$ cat config.mk
export PLATFORM = sky130hd
export DESIGN_NAME = cgu_clock_generator
export DESIGN_NICKNAME = d
export VERILOG_FILES = /design/src/shared/cgu_pkg.sv /design/src/cgu_clock_generator.sv
export SDC_FILE = /design/constraint.sdc
export NUM_CORES = 1
export LEC_CHECK = 0
export ABC_AREA = 1
export BUFFER_PORTS_ARGS = -buffer_cell sky130_fd_sc_hd__buf_2
export CORE_UTILIZATION = 32
export CTS_CLUSTER_SIZE = 25
export DETAILED_ROUTE_END_ITERATION = 6
export RECOVER_POWER = 100
export SKIP_LAST_GASP = 1
export SLEW_MARGIN = 20
export SYNTH_ARGS = -nofsm -noshare
export SYNTH_HDL_FRONTEND = slang
export SYNTH_SLANG_ARGS = --single-unit
$ cat constraint.sdc
create_clock -name clk -period 2 [get_ports clk]
set_input_delay 0.4 -clock clk [delete_from_list [all_inputs] [get_ports clk]]
set_output_delay 0.4 -clock clk [all_outputs]
set_load 0.03 [all_outputs]
$ cat src/shared/cgu_pkg.sv
// Constants and carrier types for the clock generator control block.
// Assumes a 100 MHz system clock and an AXI4-Lite register bus.
`default_nettype none
package cgu_pkg;
  // Register indices; the byte address is four times the index
  localparam logic [5:0] IDX_LOOP = 6'h38;
  localparam logic [5:0] IDX_REF = 6'h39;
  localparam logic [5:0] IDX_TEST = 6'h3a;
  localparam logic [5:0] IDX_FLAGS = 6'h3b;
  localparam logic [5:0] IDX_CTRL = 6'h3c;
  localparam logic [5:0] IDX_SEL = 6'h3d;
  localparam logic [5:0] IDX_SLOW = 6'h3e;
  localparam int ADDR_W = 8;
  // Flag register bits
  localparam int B_TOLIF = 7;
  localparam int B_LOCK = 6;
  localparam int B_LIMP_CHANGE_FLAG = 1;
  localparam int B_LIMP_ACTIVE = 0;
  // Control register bits
  localparam int B_TOLIE = 7;
  localparam int B_PWR = 6;
  localparam int B_AUTO = 5;
  localparam int B_NARROW = 4;
  localparam int B_OSC_RUN_IN_STOP = 2;
  localparam int B_LIMP_CHANGE_IRQ_EN = 1;
  localparam int B_NOLIMP = 0;
  // Clock select bits
  localparam int B_SYNTH = 6;
  localparam int B_DIV = 5;
  localparam int B_MOD = 2;
  // Control reset values by synthesizer supply level
  localparam logic [7:0] RST_CTRL_HI = 8'h60;
  localparam logic [7:0] RST_CTRL_LO = 8'h21;
  localparam logic [7:0] RST_ZERO = 8'h00;
  // Cycles the system clock is held low across a source switch
  localparam logic [2:0] SWITCH_CYCLES = 3'h4;
  localparam logic [1:0] RESP_OKAY = 2'h0;
  localparam logic [1:0] RESP_SLVERR = 2'h2;
  // Synchronised pin inputs
  localparam int S_REF = 0;
  localparam int S_TOL = 1;
  localparam int S_SUP = 2;
  localparam int S_TEST = 3;
  localparam int S_SPEC = 4;
  localparam int S_STOP = 5;
  localparam int NSYNC = 6;

  typedef enum logic [1:0] {SRC_OSC, SRC_SLOW, SRC_SYNTH} cgu_src_t;

  typedef struct packed {
    logic awvalid;
    logic [ADDR_W-1:0] awaddr;
    logic wvalid;
    logic [31:0] wdata;
    logic [3:0] wstrb;
    logic bready;
    logic arvalid;
    logic [ADDR_W-1:0] araddr;
    logic rready;
  } cgu_axi_req_t;

  typedef struct packed {
    logic awready;
    logic wready;
    logic bvalid;
    logic [1:0] bresp;
    logic arready;
    logic rvalid;
    logic [31:0] rdata;
    logic [1:0] rresp;
  } cgu_axi_rsp_t;

  // One-cycle enables of the derived clock tree, plus the slow level
  typedef struct packed {
    logic system_clock;
    logic ext_bus_clock;
    logic periph_clock;
    logic aux_divided_clock;
    logic module_clock;
    logic debug_clock;
    logic divided_osc_clock;
  } cgu_clk_t;

  // Effective controls handed to the synthesizer
  typedef struct packed {
    logic power;
    logic narrow_bw;
    logic [5:0] loop_divide_count;
    logic [2:0] reference_divide_count;
  } cgu_synth_t;
endpackage
`default_nettype wire

$ cat src/cgu_clock_generator.sv
// Clock generator control: registers, limp-home, source select, dividers.
// Assumes the oscillator input runs at the clk rate, so every clk cycle is
// one oscillator tick, and the synthesizer output arrives as a one-cycle
// enable in the clk domain. Status pins come from outside and are synced.
`default_nettype none
module cgu_clock_generator
  import cgu_pkg::*;
(
  input wire logic clk, // 100 MHz system clock
  input wire logic rst_n, // Synchronous reset, active low
  input wire cgu_axi_req_t axi_req, // AXI4-Lite master signals
  output cgu_axi_rsp_t axi_rsp, // AXI4-Lite slave signals
  input wire logic synth_tick, // Synthesizer output enable
  input wire logic ref_clock_lost, // Pin: reference missing
  input wire logic synth_in_tolerance, // Pin: VCO within tolerance
  input wire logic synth_supply_level, // Pin: synth supply high
  input wire logic test_mode, // Pin: test mode
  input wire logic special_mode, // Pin: special mode
  input wire logic cpu_in_stop, // Pin: controller in stop
  output cgu_clk_t clk_out, // Derived clock enables
  output cgu_synth_t synth_ctrl, // Effective synthesizer controls
  output logic limp_active, // Limp-home in force
  output logic clock_monitor_reset, // One-cycle reset request
  output logic cpu_hold, // Processor stall during switch
  output logic osc_enable // Oscillator run enable
);

  // Three-stage synchronisers; a change counts once stages two and three agree
  logic [NSYNC-1:0] pin_raw;
  logic [NSYNC-1:0] sv;
  logic [2:0] sh_q [NSYNC];
  logic sv_q [NSYNC];
  assign pin_raw = {cpu_in_stop, special_mode, test_mode, synth_supply_level,
                    synth_in_tolerance, ref_clock_lost};
  for (genvar i = 0; i < NSYNC; i++) begin : g_sync
    always_ff @(posedge clk) begin
      sh_q[i] <= {sh_q[i][1:0], pin_raw[i]};
      if (sh_q[i][1] == sh_q[i][2]) begin
        sv_q[i] <= sh_q[i][2];
      end
    end
    assign sv[i] = sv_q[i];
  end

  // Bus slave state
  logic aw_hold_q, w_hold_q, bvalid_q, awready_q, wready_q;
  logic arready_q, rvalid_q;
  logic [ADDR_W-1:0] awaddr_q;
  logic [7:0] wdata_q;
  logic wlane_q;
  logic [1:0] bresp_q, rresp_q;
  logic [31:0] rdata_q;
  // Register fields
  logic [5:0] loop_q, slow_q;
  logic [2:0] ref_q;
  logic tolif_q, limp_change_flag_q, lock_prev_q, limp_q, ref_prev_q;
  logic tolie_q, pwr_q, auto_q, narrow_q, osc_run_in_stop_q, limp_change_irq_en_q, nolimp_q, nolimp_done_q;
  logic sel_synth_q, sel_div_q, mod_div_q;
  // Clock chain state
  cgu_src_t src_q;
  logic [2:0] sw_cnt_q;
  logic [5:0] sl_cnt_q;
  logic sl_lvl_q, bus_ph_q, aux_ph_q, osc_ph_q;
  cgu_clk_t clk_q;
  cgu_synth_t synth_q;
  logic cm_reset_q, hold_q, osc_en_q;

  // Write decode; strobes other than lane 0 touch nothing
  logic wr_en, aw_take, w_take, ar_take;
  logic [5:0] w_idx, r_idx;
  logic w_mapped, r_mapped;
  logic hit_loop, hit_ref, hit_flags, hit_ctrl, hit_sel, hit_slow;
  logic [7:0] wd;
  assign aw_take = axi_req.awvalid & awready_q;
  assign w_take = axi_req.wvalid & wready_q;
  assign ar_take = axi_req.arvalid & arready_q;
  assign wr_en = aw_hold_q & w_hold_q & ~bvalid_q;
  assign w_idx = awaddr_q[7:2];
  assign r_idx = axi_req.araddr[7:2];
  assign w_mapped = (awaddr_q[1:0] == 2'h0) & (w_idx >= IDX_LOOP) & (w_idx <= IDX_SLOW);
  assign r_mapped = (axi_req.araddr[1:0] == 2'h0) & (r_idx >= IDX_LOOP) &
                    (r_idx <= IDX_SLOW);
  assign wd = wdata_q;
  assign hit_loop = wr_en & wlane_q & (w_idx == IDX_LOOP) & w_mapped;
  assign hit_ref = wr_en & wlane_q & (w_idx == IDX_REF) & w_mapped;
  assign hit_flags = wr_en & wlane_q & (w_idx == IDX_FLAGS) & w_mapped;
  assign hit_ctrl = wr_en & wlane_q & (w_idx == IDX_CTRL) & w_mapped;
  assign hit_sel = wr_en & wlane_q & (w_idx == IDX_SEL) & w_mapped;
  assign hit_slow = wr_en & wlane_q & (w_idx == IDX_SLOW) & w_mapped;

  // Status and effective controls
  logic supply_lo, lock_stat, ref_lost, limp_d, bw_read;
  logic pwr_eff, synth_eff, mod_eff;
  assign supply_lo = ~sv[S_SUP];
  assign ref_lost = sv[S_REF];
  assign lock_stat = sv[S_TOL] & ~limp_q;
  assign limp_d = ref_lost & ~nolimp_q;
  assign bw_read = auto_q ? sv[S_TOL] : narrow_q;
  assign pwr_eff = pwr_q | limp_q;
  assign synth_eff = sel_synth_q | limp_q;
  assign mod_eff = mod_div_q & ~limp_q;

  // Flag next values; a set beats a same-cycle clear, limp beats both for TOLIF
  logic tolif_d, limp_change_flag_d;
  assign tolif_d = ~limp_q & ((lock_stat ^ lock_prev_q) |
                   (tolif_q & ~(hit_flags & wd[B_TOLIF])));
  assign limp_change_flag_d = (limp_d ^ limp_q) | (limp_change_flag_q & ~(hit_flags & wd[B_LIMP_CHANGE_FLAG]));

  // Readback images
  logic [7:0] rd_test, rd_flags, rd_ctrl, rd_sel, rd_mux;
  logic switching;
  assign rd_test = sv[S_TEST] ? {lock_stat, ref_lost, pwr_eff, synth_eff,
                   sel_div_q, mod_eff, sl_lvl_q, switching} : RST_ZERO;
  assign rd_flags = {tolif_q, lock_stat, 4'h0, limp_change_flag_q, limp_q};
  assign rd_ctrl = {tolie_q, pwr_q, auto_q, bw_read, 1'b0, osc_run_in_stop_q, limp_change_irq_en_q, nolimp_q};
  assign rd_sel = {1'b0, sel_synth_q, sel_div_q, 2'h0, mod_div_q, 2'h0};
  assign rd_mux = (r_idx == IDX_LOOP) ? {2'h0, loop_q} :
                  (r_idx == IDX_REF) ? {5'h00, ref_q} :
                  (r_idx == IDX_TEST) ? rd_test :
                  (r_idx == IDX_FLAGS) ? rd_flags :
                  (r_idx == IDX_CTRL) ? rd_ctrl :
                  (r_idx == IDX_SEL) ? rd_sel : {2'h0, slow_q};

  // Write channel: address and data taken in either order, one at a time
  logic aw_hold_d, w_hold_d, bvalid_d;
  assign aw_hold_d = (aw_hold_q & ~wr_en) | aw_take;
  assign w_hold_d = (w_hold_q & ~wr_en) | w_take;
  assign bvalid_d = wr_en | (bvalid_q & ~axi_req.bready);
  always_ff @(posedge clk) begin
    if (!rst_n) begin
      aw_hold_q <= 1'b0;
      w_hold_q <= 1'b0;
      awready_q <= 1'b0;
      wready_q <= 1'b0;
      bvalid_q <= 1'b0;
      bresp_q <= RESP_OKAY;
      awaddr_q <= '0;
      wdata_q <= RST_ZERO;
      wlane_q <= 1'b0;
    end else begin
      aw_hold_q <= aw_hold_d;
      w_hold_q <= w_hold_d;
      awready_q <= ~aw_hold_d;
      wready_q <= ~w_hold_d;
      bvalid_q <= bvalid_d;
      if (wr_en) begin
        bresp_q <= w_mapped ? RESP_OKAY : RESP_SLVERR;
      end
      if (aw_take) begin
        awaddr_q <= axi_req.awaddr;
      end
      if (w_take) begin
        wdata_q <= axi_req.wdata[7:0];
        wlane_q <= axi_req.wstrb[0];
      end
    end
  end

  // Read channel: data registered at the address handshake
  logic rvalid_d;
  assign rvalid_d = ar_take | (rvalid_q & ~axi_req.rready);
  always_ff @(posedge clk) begin
    if (!rst_n) begin
      arready_q <= 1'b0;
      rvalid_q <= 1'b0;
      rdata_q <= '0;
      rresp_q <= RESP_OKAY;
    end else begin
      arready_q <= ~rvalid_d;
      rvalid_q <= rvalid_d;
      if (ar_take) begin
        rdata_q <= r_mapped ? {24'h00_0000, rd_mux} : 32'h0000_0000;
        rresp_q <= r_mapped ? RESP_OKAY : RESP_SLVERR;
      end
    end
  end
  assign axi_rsp = '{awready: awready_q, wready: wready_q, bvalid: bvalid_q,
                     bresp: bresp_q, arready: arready_q, rvalid: rvalid_q,
                     rdata: rdata_q, rresp: rresp_q};

  // Loop and reference counts are frozen while the synth select bit is set
  always_ff @(posedge clk) begin
    if (!rst_n) begin
      loop_q <= '0;
      ref_q <= '0;
      slow_q <= '0;
    end else begin
      if (hit_loop & ~sel_synth_q) begin
        loop_q <= wd[5:0];
      end
      if (hit_ref & ~sel_synth_q) begin
        ref_q <= wd[2:0];
      end
      if (hit_slow) begin
        slow_q <= wd[5:0];
      end
    end
  end

  // Status flags and limp-home state
  always_ff @(posedge clk) begin
    if (!rst_n) begin
      tolif_q <= 1'b0;
      limp_change_flag_q <= 1'b0;
      lock_prev_q <= 1'b0;
      limp_q <= 1'b0;
      ref_prev_q <= 1'b0;
      cm_reset_q <= 1'b0;
    end else begin
      tolif_q <= tolif_d;
      limp_change_flag_q <= limp_change_flag_d;
      lock_prev_q <= lock_stat;
      limp_q <= limp_d;
      ref_prev_q <= ref_lost;
      cm_reset_q <= ref_lost & ~ref_prev_q & nolimp_q;
    end
  end

  // Control register; reset image caught from the synced supply level
  always_ff @(posedge clk) begin
    if (!rst_n) begin
      {tolie_q, pwr_q, auto_q, narrow_q} <= supply_lo ? RST_CTRL_LO[7:4] :
                                                       RST_CTRL_HI[7:4];
      {osc_run_in_stop_q, limp_change_irq_en_q, nolimp_q} <= supply_lo ? RST_CTRL_LO[2:0] :
                                                RST_CTRL_HI[2:0];
      nolimp_done_q <= 1'b0;
    end else begin
      if (supply_lo) begin
        tolie_q <= 1'b0;
        pwr_q <= 1'b0;
        limp_change_irq_en_q <= 1'b0;
        nolimp_q <= 1'b1;
      end else if (hit_ctrl) begin
        tolie_q <= wd[B_TOLIE];
        pwr_q <= wd[B_PWR] | sel_synth_q;
        limp_change_irq_en_q <= wd[B_LIMP_CHANGE_IRQ_EN];
        if (sv[S_SPEC] | ~nolimp_done_q) begin
          nolimp_q <= wd[B_NOLIMP];
        end
      end
      if (hit_ctrl) begin
        auto_q <= wd[B_AUTO];
        osc_run_in_stop_q <= wd[B_OSC_RUN_IN_STOP];
        nolimp_done_q <= 1'b1;
        if (!auto_q) begin
          narrow_q <= wd[B_NARROW];
        end
      end
    end
  end

  // Clock select register; synth select needs power on
  always_ff @(posedge clk) begin
    if (!rst_n) begin
      sel_synth_q <= 1'b0;
      sel_div_q <= 1'b0;
      mod_div_q <= 1'b0;
    end else if (hit_sel) begin
      sel_synth_q <= wd[B_SYNTH] & pwr_q;
      sel_div_q <= wd[B_DIV];
      mod_div_q <= wd[B_MOD];
    end
  end

  // Source wanted versus source in use; a mismatch opens a switch window
  cgu_src_t src_want;
  assign src_want = synth_eff ? SRC_SYNTH : (sel_div_q ? SRC_SLOW : SRC_OSC);
  assign switching = (src_want != src_q);
  always_ff @(posedge clk) begin
    if (!rst_n) begin
      src_q <= SRC_OSC;
      sw_cnt_q <= '0;
    end else if (switching) begin
      if (sw_cnt_q == SWITCH_CYCLES - 3'h1) begin
        src_q <= src_want;
        sw_cnt_q <= '0;
      end else begin
        sw_cnt_q <= sw_cnt_q + 3'h1;
      end
    end else begin
      sw_cnt_q <= '0;
    end
  end

  // Slow divider: level toggles every divider value ticks, so 2N period
  logic sl_byp, sl_wrap, slow_tick;
  assign sl_byp = (slow_q == 6'h00);
  assign sl_wrap = (sl_cnt_q + 6'h01 == slow_q);
  assign slow_tick = sl_byp | (sl_wrap & ~sl_lvl_q);
  always_ff @(posedge clk) begin
    if (!rst_n || hit_slow) begin
      // Restart on write so the new ratio shows within one slow period
      sl_cnt_q <= '0;
      sl_lvl_q <= 1'b0;
    end else if (sl_byp || sl_wrap) begin
      sl_cnt_q <= '0;
      sl_lvl_q <= ~sl_lvl_q;
    end else begin
      sl_cnt_q <= sl_cnt_q + 6'h01;
    end
  end

  // System tick from the source in use, silent while switching
  logic sys_tick, bus_tick, aux_src, aux_tick, dbg_tick, mod_tick;
  always_comb begin
    sys_tick = 1'b0;
    case (src_q)
      SRC_OSC: sys_tick = 1'b1;
      SRC_SLOW: sys_tick = slow_tick;
      SRC_SYNTH: sys_tick = synth_tick;
      default: sys_tick = 1'b0;
    endcase
    if (switching) begin
      sys_tick = 1'b0;
    end
  end
  assign bus_tick = sys_tick & bus_ph_q;
  assign aux_src = limp_q ? synth_tick : slow_tick;
  assign aux_tick = aux_src & aux_ph_q;
  assign dbg_tick = limp_q ? aux_tick :
                    (sel_div_q & ~sel_synth_q & ~sl_byp) ? bus_tick : osc_ph_q;
  assign mod_tick = mod_eff ? aux_tick : bus_tick;

  // Halving phases and registered outputs
  always_ff @(posedge clk) begin
    if (!rst_n) begin
      bus_ph_q <= 1'b0;
      aux_ph_q <= 1'b0;
      osc_ph_q <= 1'b0;
      clk_q <= '0;
      synth_q <= '0;
      hold_q <= 1'b0;
      osc_en_q <= 1'b1;
    end else begin
      bus_ph_q <= bus_ph_q ^ sys_tick;
      aux_ph_q <= aux_ph_q ^ aux_src;
      osc_ph_q <= ~osc_ph_q;
      clk_q <= '{system_clock: sys_tick, ext_bus_clock: bus_tick,
                 periph_clock: bus_tick, aux_divided_clock: aux_tick,
                 module_clock: mod_tick, debug_clock: dbg_tick,
                 divided_osc_clock: sl_lvl_q};
      synth_q <= '{power: pwr_eff, narrow_bw: bw_read, loop_divide_count: loop_q,
                   reference_divide_count: ref_q};
      hold_q <= switching;
      osc_en_q <= ~sv[S_STOP] | osc_run_in_stop_q;
    end
  end

  assign clk_out = clk_q;
  assign synth_ctrl = synth_q;
  assign limp_active = limp_q;
  assign clock_monitor_reset = cm_reset_q;
  assign cpu_hold = hold_q;
  assign osc_enable = osc_en_q;

endmodule
`default_nettype wire

==> impl_metrics.env <==
export IMPL_postPlaceCellArea_um2=5699
export IMPL_grtUsageTotal_pct=14.50
export IMPL_grt_max_degree=25
export IMPL_cts_tree="built"
export IMPL_vias=4057
export IMPL_routabilityCongestion=0.8426
export IMPL_startpoint="sl_cnt_q[1]"
export IMPL_routed_wl_mm=11.06
export IMPL_insertion_delay_ps=420
export IMPL_root_buffer="clkbuf_16"
export IMPL_clkTransAtPathRegs_ps=60
export IMPL_crit_arrival_ps=2350
export IMPL_reg2reg_from="sl_cnt_q[1]"
export IMPL_h_tree_depth=4
export IMPL_fin_setup_tns_ps=-15.54
export IMPL_grt_pass1_wl_mm=18.21
export IMPL_place_inst=916
export IMPL_r2r_slack_ps=-20
export IMPL_synthFlopType="dfxtp_1"
export IMPL_seq_area_um2=2616
export IMPL_area_growth_pct=24.01
export IMPL_clock_sinks=124
export IMPL_path_max_fanout=2
export IMPL_ys_top_cells_by_area="dfxtp_1 (43%), nand2_1 (8.8%), edfxtp_1 (7.6%)"
export IMPL_port_buffers=75
export IMPL_leakage_nw=2.849
export IMPL_worstMarginPinSlew_ps=765.2
export IMPL_ys_types=42
export IMPL_ys_seq_area_share_pct=50.84
export IMPL_fp_dieH_um=128.7
export IMPL_synth_cells=635
export IMPL_fp_row_count=45
export IMPL_yosysTopAreaCellShare_pct=43.24
export IMPL_rsz0062_at_grt="true"
export IMPL_drv_cap=0
export IMPL_r2r_end="clk_out[2]"
export IMPL_path_buf_inv=1
export IMPL_viasPerCell=4.262
export IMPL_die_area_um2=16570
export IMPL_fin_crit_sh_pct=100.8
export IMPL_grt_pass1_vias=3725
export IMPL_max_stage_delay_ps=340
export IMPL_synth_most_common_cell="nand2_1"
export IMPL_fin_util_pct=41.31
export IMPL_setup_viol=1
export IMPL_required_ps=2330
export IMPL_drc_errors=0
export IMPL_ir_worst_vdd_v=0.0005923
export IMPL_timing_fmax_mhz=496.1
export IMPL_antenna_found_initial=0
export IMPL_status="finished, violations left"
export IMPL_synth_ff_latch_count=124
export IMPL_violations="negative setup slack"
export IMPL_crit_type="flip-flop to flip-flop"
export IMPL_setup_worst_path_end="clk_out[2]"
export IMPL_synth_area_um2=5139
export IMPL_avgSynthCellArea_um2=8.092
export IMPL_floorplan_initialDensity_pct=33.31
export IMPL_slowest_stage="dfxtp_2"
export IMPL_hold_viol=0
export IMPL_min_period_ps=2016
export IMPL_final_layout_size_suffix_gt1_share_pct=17.00
export IMPL_yosysTopAreaCell="dfxtp_1"
export IMPL_cts_buffers_inserted=17
export IMPL_antenna_cells=0
export IMPL_worstRegToRegCells=11
export IMPL_hpwl_mm=8.159
export IMPL_drv_slew=0
export IMPL_fin_ws_ps=-15.54
export IMPL_firstDrtPassIters=5
export IMPL_place_ws_ps=-146.4
export IMPL_async_flop_share_pct=0
export IMPL_skew_ps=7.358
export IMPL_power_density_nw_per_um2=987.3
export IMPL_multiInputGateArea_um2=2037
export IMPL_fillers=1624
export IMPL_drt_iter0_markers=229
export IMPL_hold_path_class="input pin to flip-flop"
export IMPL_synth_edf_count=13
export IMPL_crit_path_end_kind="flip-flop"
export IMPL_yosys_warnings=0
export IMPL_crit_family="compound AO/OA/AOI/OAI gates"
export IMPL_clk_path_buf_depth=2
export IMPL_cp_cell_sequence="ha_4 > buf_6 > xnor2_4 > xor2_1 > nand3_1 > nor2_2 > nand3_2 > a31oi_1 > ha_2 > o21ai_0 > a21oi_1"
export IMPL_post_layout_nonfiller_instances=952
export IMPL_die_width_um=128.7
export IMPL_finalNetCount=799
export IMPL_drt_wirelength_per_cell_um=11.62
export IMPL_slew_headroom_pct=48.99
export IMPL_ant_nets=0
export IMPL_grt_overflow_total=0
export IMPL_core_area_um2=15430
export IMPL_cp_num_cells=11
export IMPL_netlist_top_cells_count="nand2_1 (120), dfxtp_1 (111), inv_1 (93)"
export IMPL_start_kind="flip-flop"
export IMPL_io_pins=129
export IMPL_fin_area_um2=6372
[cells in the final DEF, fill, tap and decap left out, types with 5 or more instances in the layout]
cell type,netlist,routed
buf_2,1,38
edfxtp_1,13,13
buf_4,34,14
nor2_1,73,72
nor3_1,5,5
clkinv_4,0,5
a21oi_1,42,42
dfxtp_1,111,108
conb_1,1,26
nand2_1,120,115
clkbuf_16,0,17
nand2_2,3,8
xnor2_1,9,8
inv_1,93,92
clkbuf_1,10,40
nand3_1,22,20
o21ai_0,40,40
a31oi_1,5,5
nor2_4,5,5
[sequential cells by signal, summed over array words and instances, names as in the netlist, 3 cells and up]
signal,flops
awaddr_q,8
clk_out,6
loop_q,6
rdata_q,8
ref_q,3
sh_q,18
sl_cnt_q,6
slow_q,6
sv_q,6
sw_cnt_q,3
synth_ctrl,11
wd,8
[worst min-delay path by stage]
stage | from | endpoint | cells past startpoint
after global placement | sh_q[5][0] | sh_q[5][1] | 0
after detailed placement | sh_q[0][0] | sh_q[0][1] | 0
final | special_mode | sh_q[4][0] | 1
after global routing | ref_clock_lost | sh_q[0][0] | 1
after floorplan | sh_q[0][0] | sh_q[0][1] | 0
after CTS | synth_supply_level | sh_q[2][0] | 1
[metrics by stage]
| step | hold slack [ps] | total power, mW |
|---|---|---|
| floorplan | 309.6 | 3.102 |
| global route | 61.11 | 6.553 |
| global placement | 310.1 | 3.197 |
| finish | 83.02 | 6.291 |
| detailed placement | 312.1 | 3.202 |
| CTS | 63.55 | 6.381 |
[area by class of cell]
cell class,count,area share (%)
clock buffers,17,6.676
clock inverters,15,2.965
inverters,97,5.714
multi-input cells,394,31.97
flip-flops and latches,124,41.06
well taps,211,4.143
repair buffers,94,7.481
[cell families (layout without fill, tap and decap cells)]
logic type	count (synthesis)	after routing	synth area share, %
buffers and inverters	142	223	12.88
AND/OR/NAND/NOR	243	243	21.13
adder cells (fa/ha/maj)	5	5	1.217
flip-flops	124	124	50.84
XOR/XNOR	14	14	2.386
other	1	26	0.07298
AO/OA/AOI/OAI	106	106	11.47
[repair_timing]
action	4_1_cts	5_1_grt
setup buffers	4	0
cloned	0	0
endpoints found under the setup margin	5	8
hold buffers	0	0
endpoints found under the hold margin	0	0
pin swaps	9	6
gates resized for setup	16	8
[power breakdown]
| part | leakage (nW) | internal (mW) | switching, mW |
|---|---|---|---|
| Clock | 0.300 | 1.98 | 1.16 |
| Sequential | 1.04 | 2.63 | 0.0627 |
| Combinational | 1.50 | 0.132 | 0.325 |
[layer usage]
| metal | part of all wire, % | vias to the layer above | global-route usage, % |
|---|---|---|---|
| li1 | - | 2146 | - |
| met1 | 47 | 1756 | 19.11 |
| met2 | 43 | 137 | 21.53 |
| met3 | 7.9 | 18 | 4.491 |
| met4 | 1.9 | 0 | 6.920 |
| met5 | 0 | - | 0 |
Power figures use the tool's default switching activity.
